### src/ldcr_pkg.sv
package ldcr_pkg;

    // ========================================================
    // Clock and serial frame layout
    // ========================================================
    localparam int unsigned CLK_PERIOD_NS = 10;
    localparam int unsigned FRAME_BITS    = 16;
    localparam int unsigned CNT_W         = 5;
    localparam int unsigned RNW_BIT       = 14;
    localparam int unsigned ADDR_MSB      = 13;
    localparam int unsigned ADDR_LSB      = 8;
    localparam int unsigned DATA_MSB      = 7;
    localparam int unsigned ADDR_W        = 6;
    localparam int unsigned REG_W         = 8;
    localparam int unsigned PEEK_BITS     = 8;

    // ========================================================
    // Register map
    // ========================================================
    localparam logic [5:0] ADDR_EDGE_RATE_HI    = 6'h18;
    localparam logic [5:0] ADDR_OPENLOAD_DIS_LO = 6'h19;
    localparam logic [5:0] ADDR_OPENLOAD_CTRL   = 6'h1A;
    localparam logic [5:0] ADDR_DEGLITCH_LOWCUR = 6'h1B;
    localparam logic [5:0] ADDR_LOWCUR_LO       = 6'h24;
    localparam logic [7:0] REG_RESET            = 8'h00;
    localparam logic [7:0] READ_UNMAPPED        = 8'h00;

    // ========================================================
    // Field positions
    // ========================================================
    localparam int unsigned HI_BRIDGE_MSB       = 3;
    localparam int unsigned REPORT_SUPPRESS_BIT = 7;
    localparam int unsigned KEEP_RUNNING_BIT    = 6;
    localparam int unsigned PL_SLEW_MSB         = 5;
    localparam int unsigned PL_SLEW_LSB         = 4;
    localparam int unsigned DEG_MSB             = 7;
    localparam int unsigned DEG_LSB             = 5;
    localparam int unsigned NEG_EN_BIT          = 4;
    localparam logic [7:0]  PL_SLEW_READ_MASK   = 8'hCF;
    localparam logic [1:0]  PL_SLEW_FAST        = 2'h0;
    localparam logic [1:0]  PL_SLEW_SLOW        = 2'h1;

    // ========================================================
    // Overcurrent deglitch times
    // ========================================================
    typedef enum logic [2:0] {
        DEG_10US, DEG_5US, DEG_2P5US, DEG_1US,
        DEG_60US, DEG_40US, DEG_30US, DEG_20US
    } ldcr_deg_sel_t;

    localparam int unsigned DEG_CNT_W   = 13;
    localparam int unsigned DEG_10US_NS = 10000;
    localparam int unsigned DEG_5US_NS  = 5000;
    localparam int unsigned DEG_2P5US_NS = 2500;
    localparam int unsigned DEG_1US_NS  = 1000;
    localparam int unsigned DEG_60US_NS = 60000;
    localparam int unsigned DEG_40US_NS = 40000;
    localparam int unsigned DEG_30US_NS = 30000;
    localparam int unsigned DEG_20US_NS = 20000;

endpackage

### src/ldcr_spi_if.sv
`timescale 1ns/1ps

interface ldcr_spi_if;
    logic       frame_valid;
    logic       frame_rnw;
    logic [5:0] frame_addr;
    logic [7:0] frame_wdata;
    logic [5:0] peek_addr;
    logic [7:0] peek_rdata;
    logic [7:0] status;

    modport slave (
        output frame_valid, frame_rnw, frame_addr, frame_wdata, peek_addr,
        input  peek_rdata, status
    );
    modport regs (
        input  frame_valid, frame_rnw, frame_addr, frame_wdata, peek_addr,
        output peek_rdata, status
    );
endinterface

### src/ldcr_deglitch.sv
`timescale 1ns/1ps

module ldcr_deglitch #(
    parameter int unsigned W = 13
) (
    // Clock and reset
    input  wire logic         clk,
    input  wire logic         rst,
    // Filter
    input  wire logic         raw,
    input  wire logic [W-1:0] limit,
    output logic              filtered
);
    logic [W-1:0] cnt_q;

    // The output rises only after raw has stood for limit cycles.
    always_ff @(posedge clk) begin
        if (rst || !raw) begin
            cnt_q    <= '0;
            filtered <= 1'b0;
        end else if (cnt_q >= limit - W'(1)) begin
            filtered <= 1'b1;
        end else begin
            cnt_q <= cnt_q + W'(1);
        end
    end
endmodule

### src/ldcr_spi_slave.sv
`timescale 1ns/1ps

module ldcr_spi_slave (
    // Clock and reset
    input  wire logic   clk,
    input  wire logic   rst,
    // Serial pins
    input  wire logic   sclk,
    input  wire logic   scs_n,
    input  wire logic   sdi,
    output logic        sdo,
    output logic        sdo_oe,
    // Register side
    ldcr_spi_if.slave   bus
);
    logic [15:0] rx_q;
    logic [15:0] tx_q;
    logic [4:0]  cnt_q;
    logic        sclk_q;
    logic        scs_n_q;
    logic        rise;
    logic        fall;

    assign rise = ~sclk_q & sclk;
    assign fall = sclk_q & ~sclk;

    always_ff @(posedge clk) begin
        if (rst) begin
            sclk_q  <= 1'b0;
            scs_n_q <= 1'b1;
        end else begin
            sclk_q  <= sclk;
            scs_n_q <= scs_n;
        end
    end

    // ========================================================
    // Receive shifter, sampled on the falling serial edge
    // ========================================================
    always_ff @(posedge clk) begin
        if (rst || scs_n) begin
            rx_q  <= 16'h0000;
            cnt_q <= 5'h00;
        end else if (fall) begin
            rx_q <= {rx_q[14:0], sdi};
            if (cnt_q != 5'h1F) begin
                cnt_q <= cnt_q + 5'h01;
            end
        end
    end

    // ========================================================
    // Transmit shifter: status byte, then addressed register
    // ========================================================
    always_ff @(posedge clk) begin
        if (rst) begin
            tx_q <= 16'h0000;
        end else if (scs_n_q && !scs_n) begin
            tx_q <= {bus.status, 8'h00};
        end else if (!scs_n && rise && cnt_q == 5'(ldcr_pkg::PEEK_BITS)) begin
            tx_q <= {bus.peek_rdata, 8'h00};
        end else if (!scs_n && rise && cnt_q != 5'h00) begin
            tx_q <= {tx_q[14:0], 1'b0};
        end
    end

    assign sdo    = tx_q[15];
    assign sdo_oe = ~scs_n;
    assign bus.peek_addr = rx_q[5:0];

    // A frame counts only if exactly sixteen bits arrived.
    always_ff @(posedge clk) begin
        if (rst) begin
            bus.frame_valid <= 1'b0;
            bus.frame_rnw   <= 1'b0;
            bus.frame_addr  <= 6'h00;
            bus.frame_wdata <= 8'h00;
        end else begin
            bus.frame_valid <= !scs_n_q && scs_n
                && cnt_q == 5'(ldcr_pkg::FRAME_BITS);
            bus.frame_rnw   <= rx_q[ldcr_pkg::RNW_BIT];
            bus.frame_addr  <= rx_q[ldcr_pkg::ADDR_MSB:ldcr_pkg::ADDR_LSB];
            bus.frame_wdata <= rx_q[ldcr_pkg::DATA_MSB:0];
        end
    end
endmodule

### src/ldcr_top.sv
`timescale 1ns/1ps

// Functional notes
// Edge-rate bits for bridges 9-12 pick slow edges at 0, fast at 1.
// First open-load register bit n-1 disables detection on bridge n.
// Second open-load register bits 3:0 disable bridges 12 down to 9.
// Report-suppress bit 7 at 0 lets open load pull the fault pin low.
// Keep-running bit 6 at 0 turns the bridges off after an open load.
// Parallel turn-off slew field 5:4 is fast at 00 and slow at 01.
// The host never writes 10 or 11 into the parallel slew field.
// The parallel slew field is write-only and always reads back zero.
// Deglitch field 7:5 selects 10, 5, 2.5, 1, 60, 40, 30 or 20 us.
// Third open-load register bit 4 enables negative-current mode.
// Third open-load register bits 3:0 enable low-current on 12-9.
// Fourth open-load register bit n-1 enables low-current on bridge n.
// The third open-load register sits at 0x1B and resets to zero.
// The fourth open-load register sits at 0x24 and resets to zero.
// The first two open-load registers sit at 0x19/0x1A, reset zero.
// The second edge-rate register sits at 0x18 and resets to zero.
// Reserved bits store writes; a frame commits all fields at its end.
module ldcr_top #(
    parameter int unsigned BRIDGES      = 12,
    parameter int unsigned DEG_60US_CYC =
        ldcr_pkg::DEG_60US_NS / ldcr_pkg::CLK_PERIOD_NS
) (
    // Clock and reset
    input  wire logic         clk,
    input  wire logic         rst,
    // Serial link
    input  wire logic         sclk,
    input  wire logic         scs_n,
    input  wire logic         sdi,
    output logic              sdo,
    output logic              sdo_oe,
    // Detector inputs
    input  wire logic [11:0]  openload_raw,
    input  wire logic         overcurrent_raw,
    input  wire logic         clear_fault,
    // Configuration to the analogue side
    output logic [3:0]        bridge_edge_fast_hi,
    output logic [11:0]       open_load_detect_en,
    output logic [11:0]       lowcur_detect_en,
    output logic              negative_current_detect_en,
    output logic              parallel_turnoff_slow,
    // Fault and protection
    output logic              overcurrent_protect,
    output logic              bridges_off,
    output logic              fault_out_n
);

    // ========================================================
    // Elaboration checks
    // ========================================================
    if (BRIDGES != 12) begin : g_bad_bridges
        $error("Only twelve bridges are supported.");
    end
    if (DEG_60US_CYC < 1 || DEG_60US_CYC >= (1 << ldcr_pkg::DEG_CNT_W))
    begin : g_bad_deg
        $error("Long deglitch count does not fit the counter.");
    end

    localparam int unsigned CYC_NS    = ldcr_pkg::CLK_PERIOD_NS;
    localparam logic [12:0] CYC_10US  = 13'(ldcr_pkg::DEG_10US_NS / CYC_NS);
    localparam logic [12:0] CYC_5US   = 13'(ldcr_pkg::DEG_5US_NS / CYC_NS);
    localparam logic [12:0] CYC_2P5US = 13'(ldcr_pkg::DEG_2P5US_NS / CYC_NS);
    localparam logic [12:0] CYC_1US   = 13'(ldcr_pkg::DEG_1US_NS / CYC_NS);
    localparam logic [12:0] CYC_60US  = 13'(DEG_60US_CYC);
    localparam logic [12:0] CYC_40US  = 13'(ldcr_pkg::DEG_40US_NS / CYC_NS);
    localparam logic [12:0] CYC_30US  = 13'(ldcr_pkg::DEG_30US_NS / CYC_NS);
    localparam logic [12:0] CYC_20US  = 13'(ldcr_pkg::DEG_20US_NS / CYC_NS);

    // ========================================================
    // Register storage
    // ========================================================
    logic [7:0]  edge_rate_hi_q;
    logic [7:0]  openload_disable_lo_q;
    logic [7:0]  openload_ctrl_report_q;
    logic [7:0]  deglitch_lowcur_hi_q;
    logic [7:0]  lowcur_openload_lo_q;
    logic        wr_en;
    logic [11:0] ol_off;
    logic [11:0] ol_active;
    logic        ol_any;
    logic        bridges_off_q;
    logic        fault_n_q;
    logic [12:0] deg_limit;
    logic        report_suppress;
    logic        keep_running;

    ldcr_spi_if bus ();

    ldcr_spi_slave u_spi (
        .clk    (clk),
        .rst    (rst),
        .sclk   (sclk),
        .scs_n  (scs_n),
        .sdi    (sdi),
        .sdo    (sdo),
        .sdo_oe (sdo_oe),
        .bus    (bus)
    );

    assign wr_en = bus.frame_valid && !bus.frame_rnw;

    // ========================================================
    // Register writes, each committed whole at frame end
    // ========================================================
    always_ff @(posedge clk) begin
        if (rst) begin
            edge_rate_hi_q <= ldcr_pkg::REG_RESET;
        end else if (wr_en
                     && bus.frame_addr == ldcr_pkg::ADDR_EDGE_RATE_HI) begin
            edge_rate_hi_q <= bus.frame_wdata;
        end
    end

    always_ff @(posedge clk) begin
        if (rst) begin
            openload_disable_lo_q <= ldcr_pkg::REG_RESET;
        end else if (wr_en
                     && bus.frame_addr == ldcr_pkg::ADDR_OPENLOAD_DIS_LO) begin
            openload_disable_lo_q <= bus.frame_wdata;
        end
    end

    always_ff @(posedge clk) begin
        if (rst) begin
            openload_ctrl_report_q <= ldcr_pkg::REG_RESET;
        end else if (wr_en
                     && bus.frame_addr == ldcr_pkg::ADDR_OPENLOAD_CTRL) begin
            openload_ctrl_report_q <= bus.frame_wdata;
        end
    end

    always_ff @(posedge clk) begin
        if (rst) begin
            deglitch_lowcur_hi_q <= ldcr_pkg::REG_RESET;
        end else if (wr_en
                     && bus.frame_addr == ldcr_pkg::ADDR_DEGLITCH_LOWCUR) begin
            deglitch_lowcur_hi_q <= bus.frame_wdata;
        end
    end

    always_ff @(posedge clk) begin
        if (rst) begin
            lowcur_openload_lo_q <= ldcr_pkg::REG_RESET;
        end else if (wr_en
                     && bus.frame_addr == ldcr_pkg::ADDR_LOWCUR_LO) begin
            lowcur_openload_lo_q <= bus.frame_wdata;
        end
    end

    // ========================================================
    // Read path, sampled by the serial slave mid-frame
    // ========================================================
    always_comb begin
        case (bus.peek_addr)
            ldcr_pkg::ADDR_EDGE_RATE_HI:
                bus.peek_rdata = edge_rate_hi_q;
            ldcr_pkg::ADDR_OPENLOAD_DIS_LO:
                bus.peek_rdata = openload_disable_lo_q;
            ldcr_pkg::ADDR_OPENLOAD_CTRL:
                bus.peek_rdata = openload_ctrl_report_q
                               & ldcr_pkg::PL_SLEW_READ_MASK;
            ldcr_pkg::ADDR_DEGLITCH_LOWCUR:
                bus.peek_rdata = deglitch_lowcur_hi_q;
            ldcr_pkg::ADDR_LOWCUR_LO:
                bus.peek_rdata = lowcur_openload_lo_q;
            default:
                bus.peek_rdata = ldcr_pkg::READ_UNMAPPED;
        endcase
    end

    // Reply status byte: bit 1 fault pin asserted (unsuppressed open load), bit 0 bridges held off.
    assign bus.status = {6'h00, ~fault_n_q, bridges_off_q};

    // ========================================================
    // Configuration outputs
    // ========================================================
    assign bridge_edge_fast_hi =
        edge_rate_hi_q[ldcr_pkg::HI_BRIDGE_MSB:0];
    assign ol_off = {openload_ctrl_report_q[ldcr_pkg::HI_BRIDGE_MSB:0],
                     openload_disable_lo_q};
    assign lowcur_detect_en = {
        deglitch_lowcur_hi_q[ldcr_pkg::HI_BRIDGE_MSB:0],
        lowcur_openload_lo_q};
    assign negative_current_detect_en =
        deglitch_lowcur_hi_q[ldcr_pkg::NEG_EN_BIT];

    // Codes 10 and 11 are invalid; they fall back to the fast edge.
    assign parallel_turnoff_slow = openload_ctrl_report_q[
        ldcr_pkg::PL_SLEW_MSB:ldcr_pkg::PL_SLEW_LSB]
        == ldcr_pkg::PL_SLEW_SLOW;

    assign report_suppress =
        openload_ctrl_report_q[ldcr_pkg::REPORT_SUPPRESS_BIT];
    assign keep_running = openload_ctrl_report_q[ldcr_pkg::KEEP_RUNNING_BIT];

    // ========================================================
    // Per-bridge open-load gating
    // ========================================================
    for (genvar i = 0; i < BRIDGES; i++) begin : g_bridge
        assign open_load_detect_en[i] = ~ol_off[i];
        assign ol_active[i] = openload_raw[i] & ~ol_off[i];
    end

    assign ol_any = |ol_active;

    // The fault pin follows any enabled open load unless suppressed.
    always_ff @(posedge clk) begin
        if (rst) begin
            fault_n_q <= 1'b1;
        end else begin
            fault_n_q <= ~(ol_any && !report_suppress);
        end
    end

    assign fault_out_n = fault_n_q;

    // Bridges stay off after an open load until cleared; a new
    // detection in the clearing cycle wins.
    always_ff @(posedge clk) begin
        if (rst) begin
            bridges_off_q <= 1'b0;
        end else if (ol_any && !keep_running) begin
            bridges_off_q <= 1'b1;
        end else if (clear_fault || keep_running) begin
            bridges_off_q <= 1'b0;
        end
    end

    assign bridges_off = bridges_off_q;

    // ========================================================
    // Overcurrent deglitch
    // ========================================================
    always_comb begin
        case (ldcr_pkg::ldcr_deg_sel_t'(deglitch_lowcur_hi_q[
                ldcr_pkg::DEG_MSB:ldcr_pkg::DEG_LSB]))
            ldcr_pkg::DEG_10US:  deg_limit = CYC_10US;
            ldcr_pkg::DEG_5US:   deg_limit = CYC_5US;
            ldcr_pkg::DEG_2P5US: deg_limit = CYC_2P5US;
            ldcr_pkg::DEG_1US:   deg_limit = CYC_1US;
            ldcr_pkg::DEG_60US:  deg_limit = CYC_60US;
            ldcr_pkg::DEG_40US:  deg_limit = CYC_40US;
            ldcr_pkg::DEG_30US:  deg_limit = CYC_30US;
            ldcr_pkg::DEG_20US:  deg_limit = CYC_20US;
            default:             deg_limit = CYC_10US;
        endcase
    end

    ldcr_deglitch #(
        .W (ldcr_pkg::DEG_CNT_W)
    ) u_deglitch (
        .clk      (clk),
        .rst      (rst),
        .raw      (overcurrent_raw),
        .limit    (deg_limit),
        .filtered (overcurrent_protect)
    );

endmodule

### config.mk
export PLATFORM = sky130hd
export DESIGN_NAME = ldcr_top
export DESIGN_NICKNAME = d
export VERILOG_FILES = /design/src/ldcr_pkg.sv /design/src/ldcr_spi_if.sv /design/src/ldcr_deglitch.sv /design/src/ldcr_spi_slave.sv /design/src/ldcr_top.sv
export SDC_FILE = /design/constraint.sdc
export NUM_CORES = 1
export LEC_CHECK = 0
export BUFFER_PORTS_ARGS = -buffer_cell sky130_fd_sc_hd__buf_4
export CORE_MARGIN = 5
export CORE_UTILIZATION = 45
export CTS_CLUSTER_DIAMETER = 120
export CTS_CLUSTER_SIZE = 8
export DETAILED_ROUTE_END_ITERATION = 8
export PLACE_DENSITY = 0.61
export SLEW_MARGIN = 5
export SYNTH_ARGS = -nofsm -noshare
export SYNTH_HDL_FRONTEND = slang
export SYNTH_SLANG_ARGS = --single-unit
### constraint.sdc
create_clock -name clk -period 8.65 [get_ports clk]
set_clock_uncertainty 0.15 [all_clocks]
set_input_delay 2.595 -clock clk [delete_from_list [all_inputs] [get_ports clk]]
set_output_delay 2.595 -clock clk [all_outputs]
set_load 0.01 [all_outputs]
==> results.cfg, run 1 <==
[critical_path]
cp.required_ns = 5.91
path_max_fanout = 5
path_class = input port to output port
critPathArrivalTime_ns = 2.91
end_kind = output port
crit_path_start_kind = input port

[drt]
routed-wl-met2_mm = 5.64
maxUsedRoutingLayer = met4
drtPass1Iterations = 6
wl_per_cell_um = 15.5
wirelength_mm = 11.8
routed-via-count = 4067
ant_nets = 0
drtIter0Drc = 393
via_per_inst = 5.34
dr_wl_met3_um = 572
m1WireLength_mm = 5.46
drc = 0

[floorplanning]
row_count = 38
die_h_um = 117
start_util_pct = 46.5
die_w_um = 117
die_area_um2 = 13600
core_area_um2 = 11000
ios = 54

[timing]
max_freq_ghz = 0.177
min_period_ns = 5.65
worstMarginPinSlew_ns = 0.954
tns_ns = 0
max_slew_margin_pct = 36.3
slew_violations = 0
setup_violations = 0
post-route-period-util_pct = 65.3
hold_viol_final = 0
grt_setup_unrepaired = false

[final_layout]
area_delta_synth_final_pct = 20.1
seqCellArea_um2 = 2280
drive_gt1_share_pct = 15.9
fill_cells = 983
postLayoutCellArea_um2 = 6130
diodes = 0
multiInputGateArea_um2 = 2560
nNetsFinal = 650

[place]
place_area_um2 = 5520
hpwl_mm = 8.24
portBuffers = 53
gp_congestion = 0.775

[yosys]
synth.largest_area_cell = dfxtp_1
ys_seq_elements = 114
yosysUniqueCellTypes = 49
synth_common_cells = dfxtp_1, nor2_1, nand2_1
synthFlopType = dfxtp_1
yosysTopAreaCellShare_pct = 44.7
postSynthAreaPerCell_um2 = 9.05
yosysMostFrequentCell = dfxtp_1
async_reset_ff_share_pct = 0
ys_seq_area_share_pct = 44.7
synth_edf_count = 0
synth_warnings = 0
synth_cells = 564
synthTopCellsByArea = dfxtp_1, mux2i_1, ha_1
synth_area_um2 = 5100
synth_nets = 606

[clock_network]
numClockSinks = 114
cts_tree = yes
h-tree-depth = 4
cts_root_buf = clkbuf_16
cts_made_buffers = 17
cts.hold.buffers_added = 0
ctsResizeCount = 0
clk_pin_slew_ns = 0.05
worstSkewPairLatency_ns = 0.41
cts_buffer_depth = 2
cts_setup_buffers = 0

[global_route]
grt_pass1_wl_mm = 19.3
grt_pass1_vias = 3934
grt_max_degree = 73
antenna_found_initial = 0
grt_overflow = 0
grt.total_usage_pct = 18.2

[power_and_ir_drop]
p_leak_nw = 2.60
peakVddDrop_v = 0.000274
p_per_area_nw_per_um2 = 206
p_total_mw = 1.27

[run]
maxCapViolations = 0

[status]
status = complete, no violations

[min_path]
hold_path_class = register to register
## registers in the layout, indices dropped and copies added, names as in the netlist, 5 cells and up
signal	cells
u_spi.rx_q	15
u_spi.cnt_q	5
u_spi.bus.frame_addr	6
u_spi.bus.frame_wdata	8
openload_disable_lo_q	8
openload_ctrl_report_q	8
lowcur_openload_lo_q	8
u_deglitch.cnt_q	13
deg_limit	12
edge_rate_hi_q	8
deglitch_lowcur_hi_q	8
u_spi.tx_q	8
## cells by family (layout without fill, tap and decap cells)
kind of cell / count (synthesis) / count (layout) / synth area share (%)
adders and majority gates: 23 / 23 / 5.64
AOI/OAI and AO/OA: 88 / 88 / 11.3
buffers and inverters: 55 / 112 / 5.22
muxes: 42 / 42 / 8.26
DFF: 114 / 114 / 44.7
xor gates and xnor gates: 15 / 15 / 2.57
and+or+nand+nor: 227 / 227 / 22.4
## routing by layer
metal	vias up	track usage (%)
met1	1921	23.5
met4	0	6.42
met3	8	4.72
met5	-	0
li1	2064	-
met2	74	29.7
## power breakdown
part	leakage (nW)	switching [mW]	internal, mW
combinational	1.39	0.0161	0.0107
sequential	0.920	0.00258	0.528
clock	0.287	0.243	0.466
## worst paths after layout
check                   endpoint  cells after the start  slack, ns      startpoint
min reg2reg       u_spi.rx_q[14]                      2       0.30  u_spi.rx_q[14]
max                       sdo_oe                      3       3.00           scs_n
max reg2reg  u_deglitch.cnt_q[9]                     10       5.03    deg_limit[7]
min               u_spi.rx_q[14]                      2       0.30  u_spi.rx_q[14]
## cells in the final DEF (no fill, tap or decap), drive strengths merged, types with 17 or more instances in the layout
cell type / count
inv: 25
mux2i: 41
ha: 23
nand2: 59
clkbuf: 19
nor2: 68
dfxtp: 114
a21oi: 35
buf: 55
o21ai: 17
nor2b: 22
## stage by stage
step	cells	setup WS [ns]	hold WS, ns	utilization, %
final	761	3.00	0.302	55.8
after CTS	761	3.00	0.304	55.8
after global routing	761	2.98	0.324	55.8
after floorplan	564	3.22	0.273	-
after detailed placement	729	3.00	0.297	50.3
after global placement	729	3.01	0.290	50.3
## worst max-delay path, stage by stage
cell	delay (ns)
buf_4	0.13
inv_1	0.07
buf_4	0.12
## final cells by class
class / count / share of cell area, %
clock buffer: 19 / 7.38
clock inverter: 13 / 2.61
inverter: 25 / 1.53
multi-input combinational: 395 / 41.7
sequential: 114 / 37.2
tap: 140 / 2.86
timing repair buffer: 55 / 6.73
(Power assumes the default switching activity.)
==> run 2, diff against run 1 <==
--- a/config.mk
+++ b/config.mk
@@ -11,7 +11,7 @@
 export CTS_CLUSTER_DIAMETER = 120
 export CTS_CLUSTER_SIZE = 8
 export DETAILED_ROUTE_END_ITERATION = 8
-export PLACE_DENSITY = 0.61
+export PLACE_DENSITY = 0.63
 export SLEW_MARGIN = 5
 export SYNTH_ARGS = -nofsm -noshare
 export SYNTH_HDL_FRONTEND = slang
==> constraint.sdc (replaced) <==
create_clock -name clk -period 4.57 [get_ports clk]
set_clock_uncertainty 0.15 [all_clocks]
set_input_delay 1.371 -clock clk [delete_from_list [all_inputs] [get_ports clk]]
set_output_delay 1.371 -clock clk [all_outputs]
set_load 0.01 [all_outputs]
==> results.cfg, run 2 (synthesis results as in run 1) <==
[status]
status = complete, no violations

[drt]
routed-via-count = 4093
drtIter0Drc = 407
drc = 0
ant_nets = 0
wirelength_mm = 11.7
wl_per_cell_um = 15.4
drtPass1Iterations = 5
via_per_inst = 5.39

[global_route]
grt_max_degree = 73
grt_pass1_vias = 3912
grt_pass1_wl_mm = 19.1
antenna_found_initial = 0
grt_overflow = 0
grt.total_usage_pct = 18.2

[floorplanning]
die_w_um = 117
ios = 54
core_area_um2 = 11000
start_util_pct = 46.5
die_area_um2 = 13600
die_h_um = 117
row_count = 38

[clock_network]
clk_pin_slew_ns = 0.05
cts_setup_buffers = 0
cts.hold.buffers_added = 0
cts_root_buf = clkbuf_16
worstSkewPairLatency_ns = 0.41
numClockSinks = 114
cts_tree = yes
h-tree-depth = 4
cts_buffer_depth = 2
ctsResizeCount = 0
cts_made_buffers = 17

[timing]
post-route-period-util_pct = 78.7
grt_setup_unrepaired = false
worstMarginPinSlew_ns = 1.01
max_freq_ghz = 0.278
hold_viol_final = 0
fin_ws_ns = 0.975
min_period_ns = 3.60
tns_ns = 0
max_slew_margin_pct = 32.4
slew_violations = 0
setup_violations = 0

[place]
hpwl_mm = 8.11
dp.cells = 730
portBuffers = 53
pre_cts_slack_ns = 1.00
gp_congestion = 0.830

[min_path]
hold_path_class = register to register

[final_layout]
fin_util_pct = 55.4
drive_gt1_share_pct = 15.2
final_cells = 760
layout_common_cells = dfxtp_1, nor2_1, nand2_1
largest_reg_flops = 15
multiInputGateArea_um2 = 2560
final_common_cell = dfxtp_1
top_register = u_spi.rx_q
nNetsFinal = 651
seqCellArea_um2 = 2280
fill_cells = 995
diodes = 0
area_delta_synth_final_pct = 19.3

[critical_path]
end_kind = register
path_class = register to register
critPathArrivalTime_ns = 3.77
path_max_fanout = 23
crit_path_start_kind = register
cp.required_ns = 4.75

[power_and_ir_drop]
p_per_area_nw_per_um2 = 380
p_total_mw = 2.32
peakVddDrop_v = 0.000338
p_leak_nw = 2.59

[run]
maxCapViolations = 0
==> run 2: area by class of cell <==
cell class / instances / area share (%)
clock buffer: 24 / 7.91
timing repair buffer: 56 / 6.90
sequential: 114 / 37.5
multi-input combinational: 395 / 42.0
clock inverter: 6 / 1.31
inverter: 25 / 1.54
tap: 140 / 2.88
==> run 2: through the flow <==
step,area [µm²],hold slack [ns]
global placement,5530,0.291
detailed placement,5530,0.300
finish,6090,0.303
CTS,6090,0.307
global route,6090,0.332
floorplan,5100,0.273
==> run 2: critical path: stages (launching register included) <==
cell      delay (ns)
dfxtp_1         0.34
nor4_1          0.37
nand2_1         0.15
nor4_1          0.26
xnor2_1         0.16
ha_1            0.26
a21oi_1         0.14
nor2_1          0.06
a211oi_1        0.23
nand3_1         0.57
or4_1           0.68
a21oi_1         0.15
==> run 2: path summary, 6_finish.rpt <==
check | slack [ns] | to | from | cells past startpoint
hold / removal | 0.30 | u_spi.rx_q[14] | u_spi.rx_q[14] | 2
setup / recovery | 0.97 | u_deglitch.cnt_q[9] | deg_limit[3] | 11
hold reg to reg | 0.30 | u_spi.rx_q[14] | u_spi.rx_q[14] | 2
setup reg to reg | 0.97 | u_deglitch.cnt_q[9] | deg_limit[3] | 11
==> run 2: report_power, final <==
group / internal [mW] / total (mW) / switching, mW / leakage (nW)
Sequential: 1.00 / 1.00 / 0.00476 / 0.920
Combinational: 0.0201 / 0.0498 / 0.0298 / 1.40
Clock: 0.834 / 1.26 / 0.427 / 0.280
==> run 2: metal layers <==
metal  track usage, %  part of all wire [%]
met1             24.1                    47
met2             28.4                    47
met3             5.54                   5.1
met4             6.19                   1.0
met5                0                     0
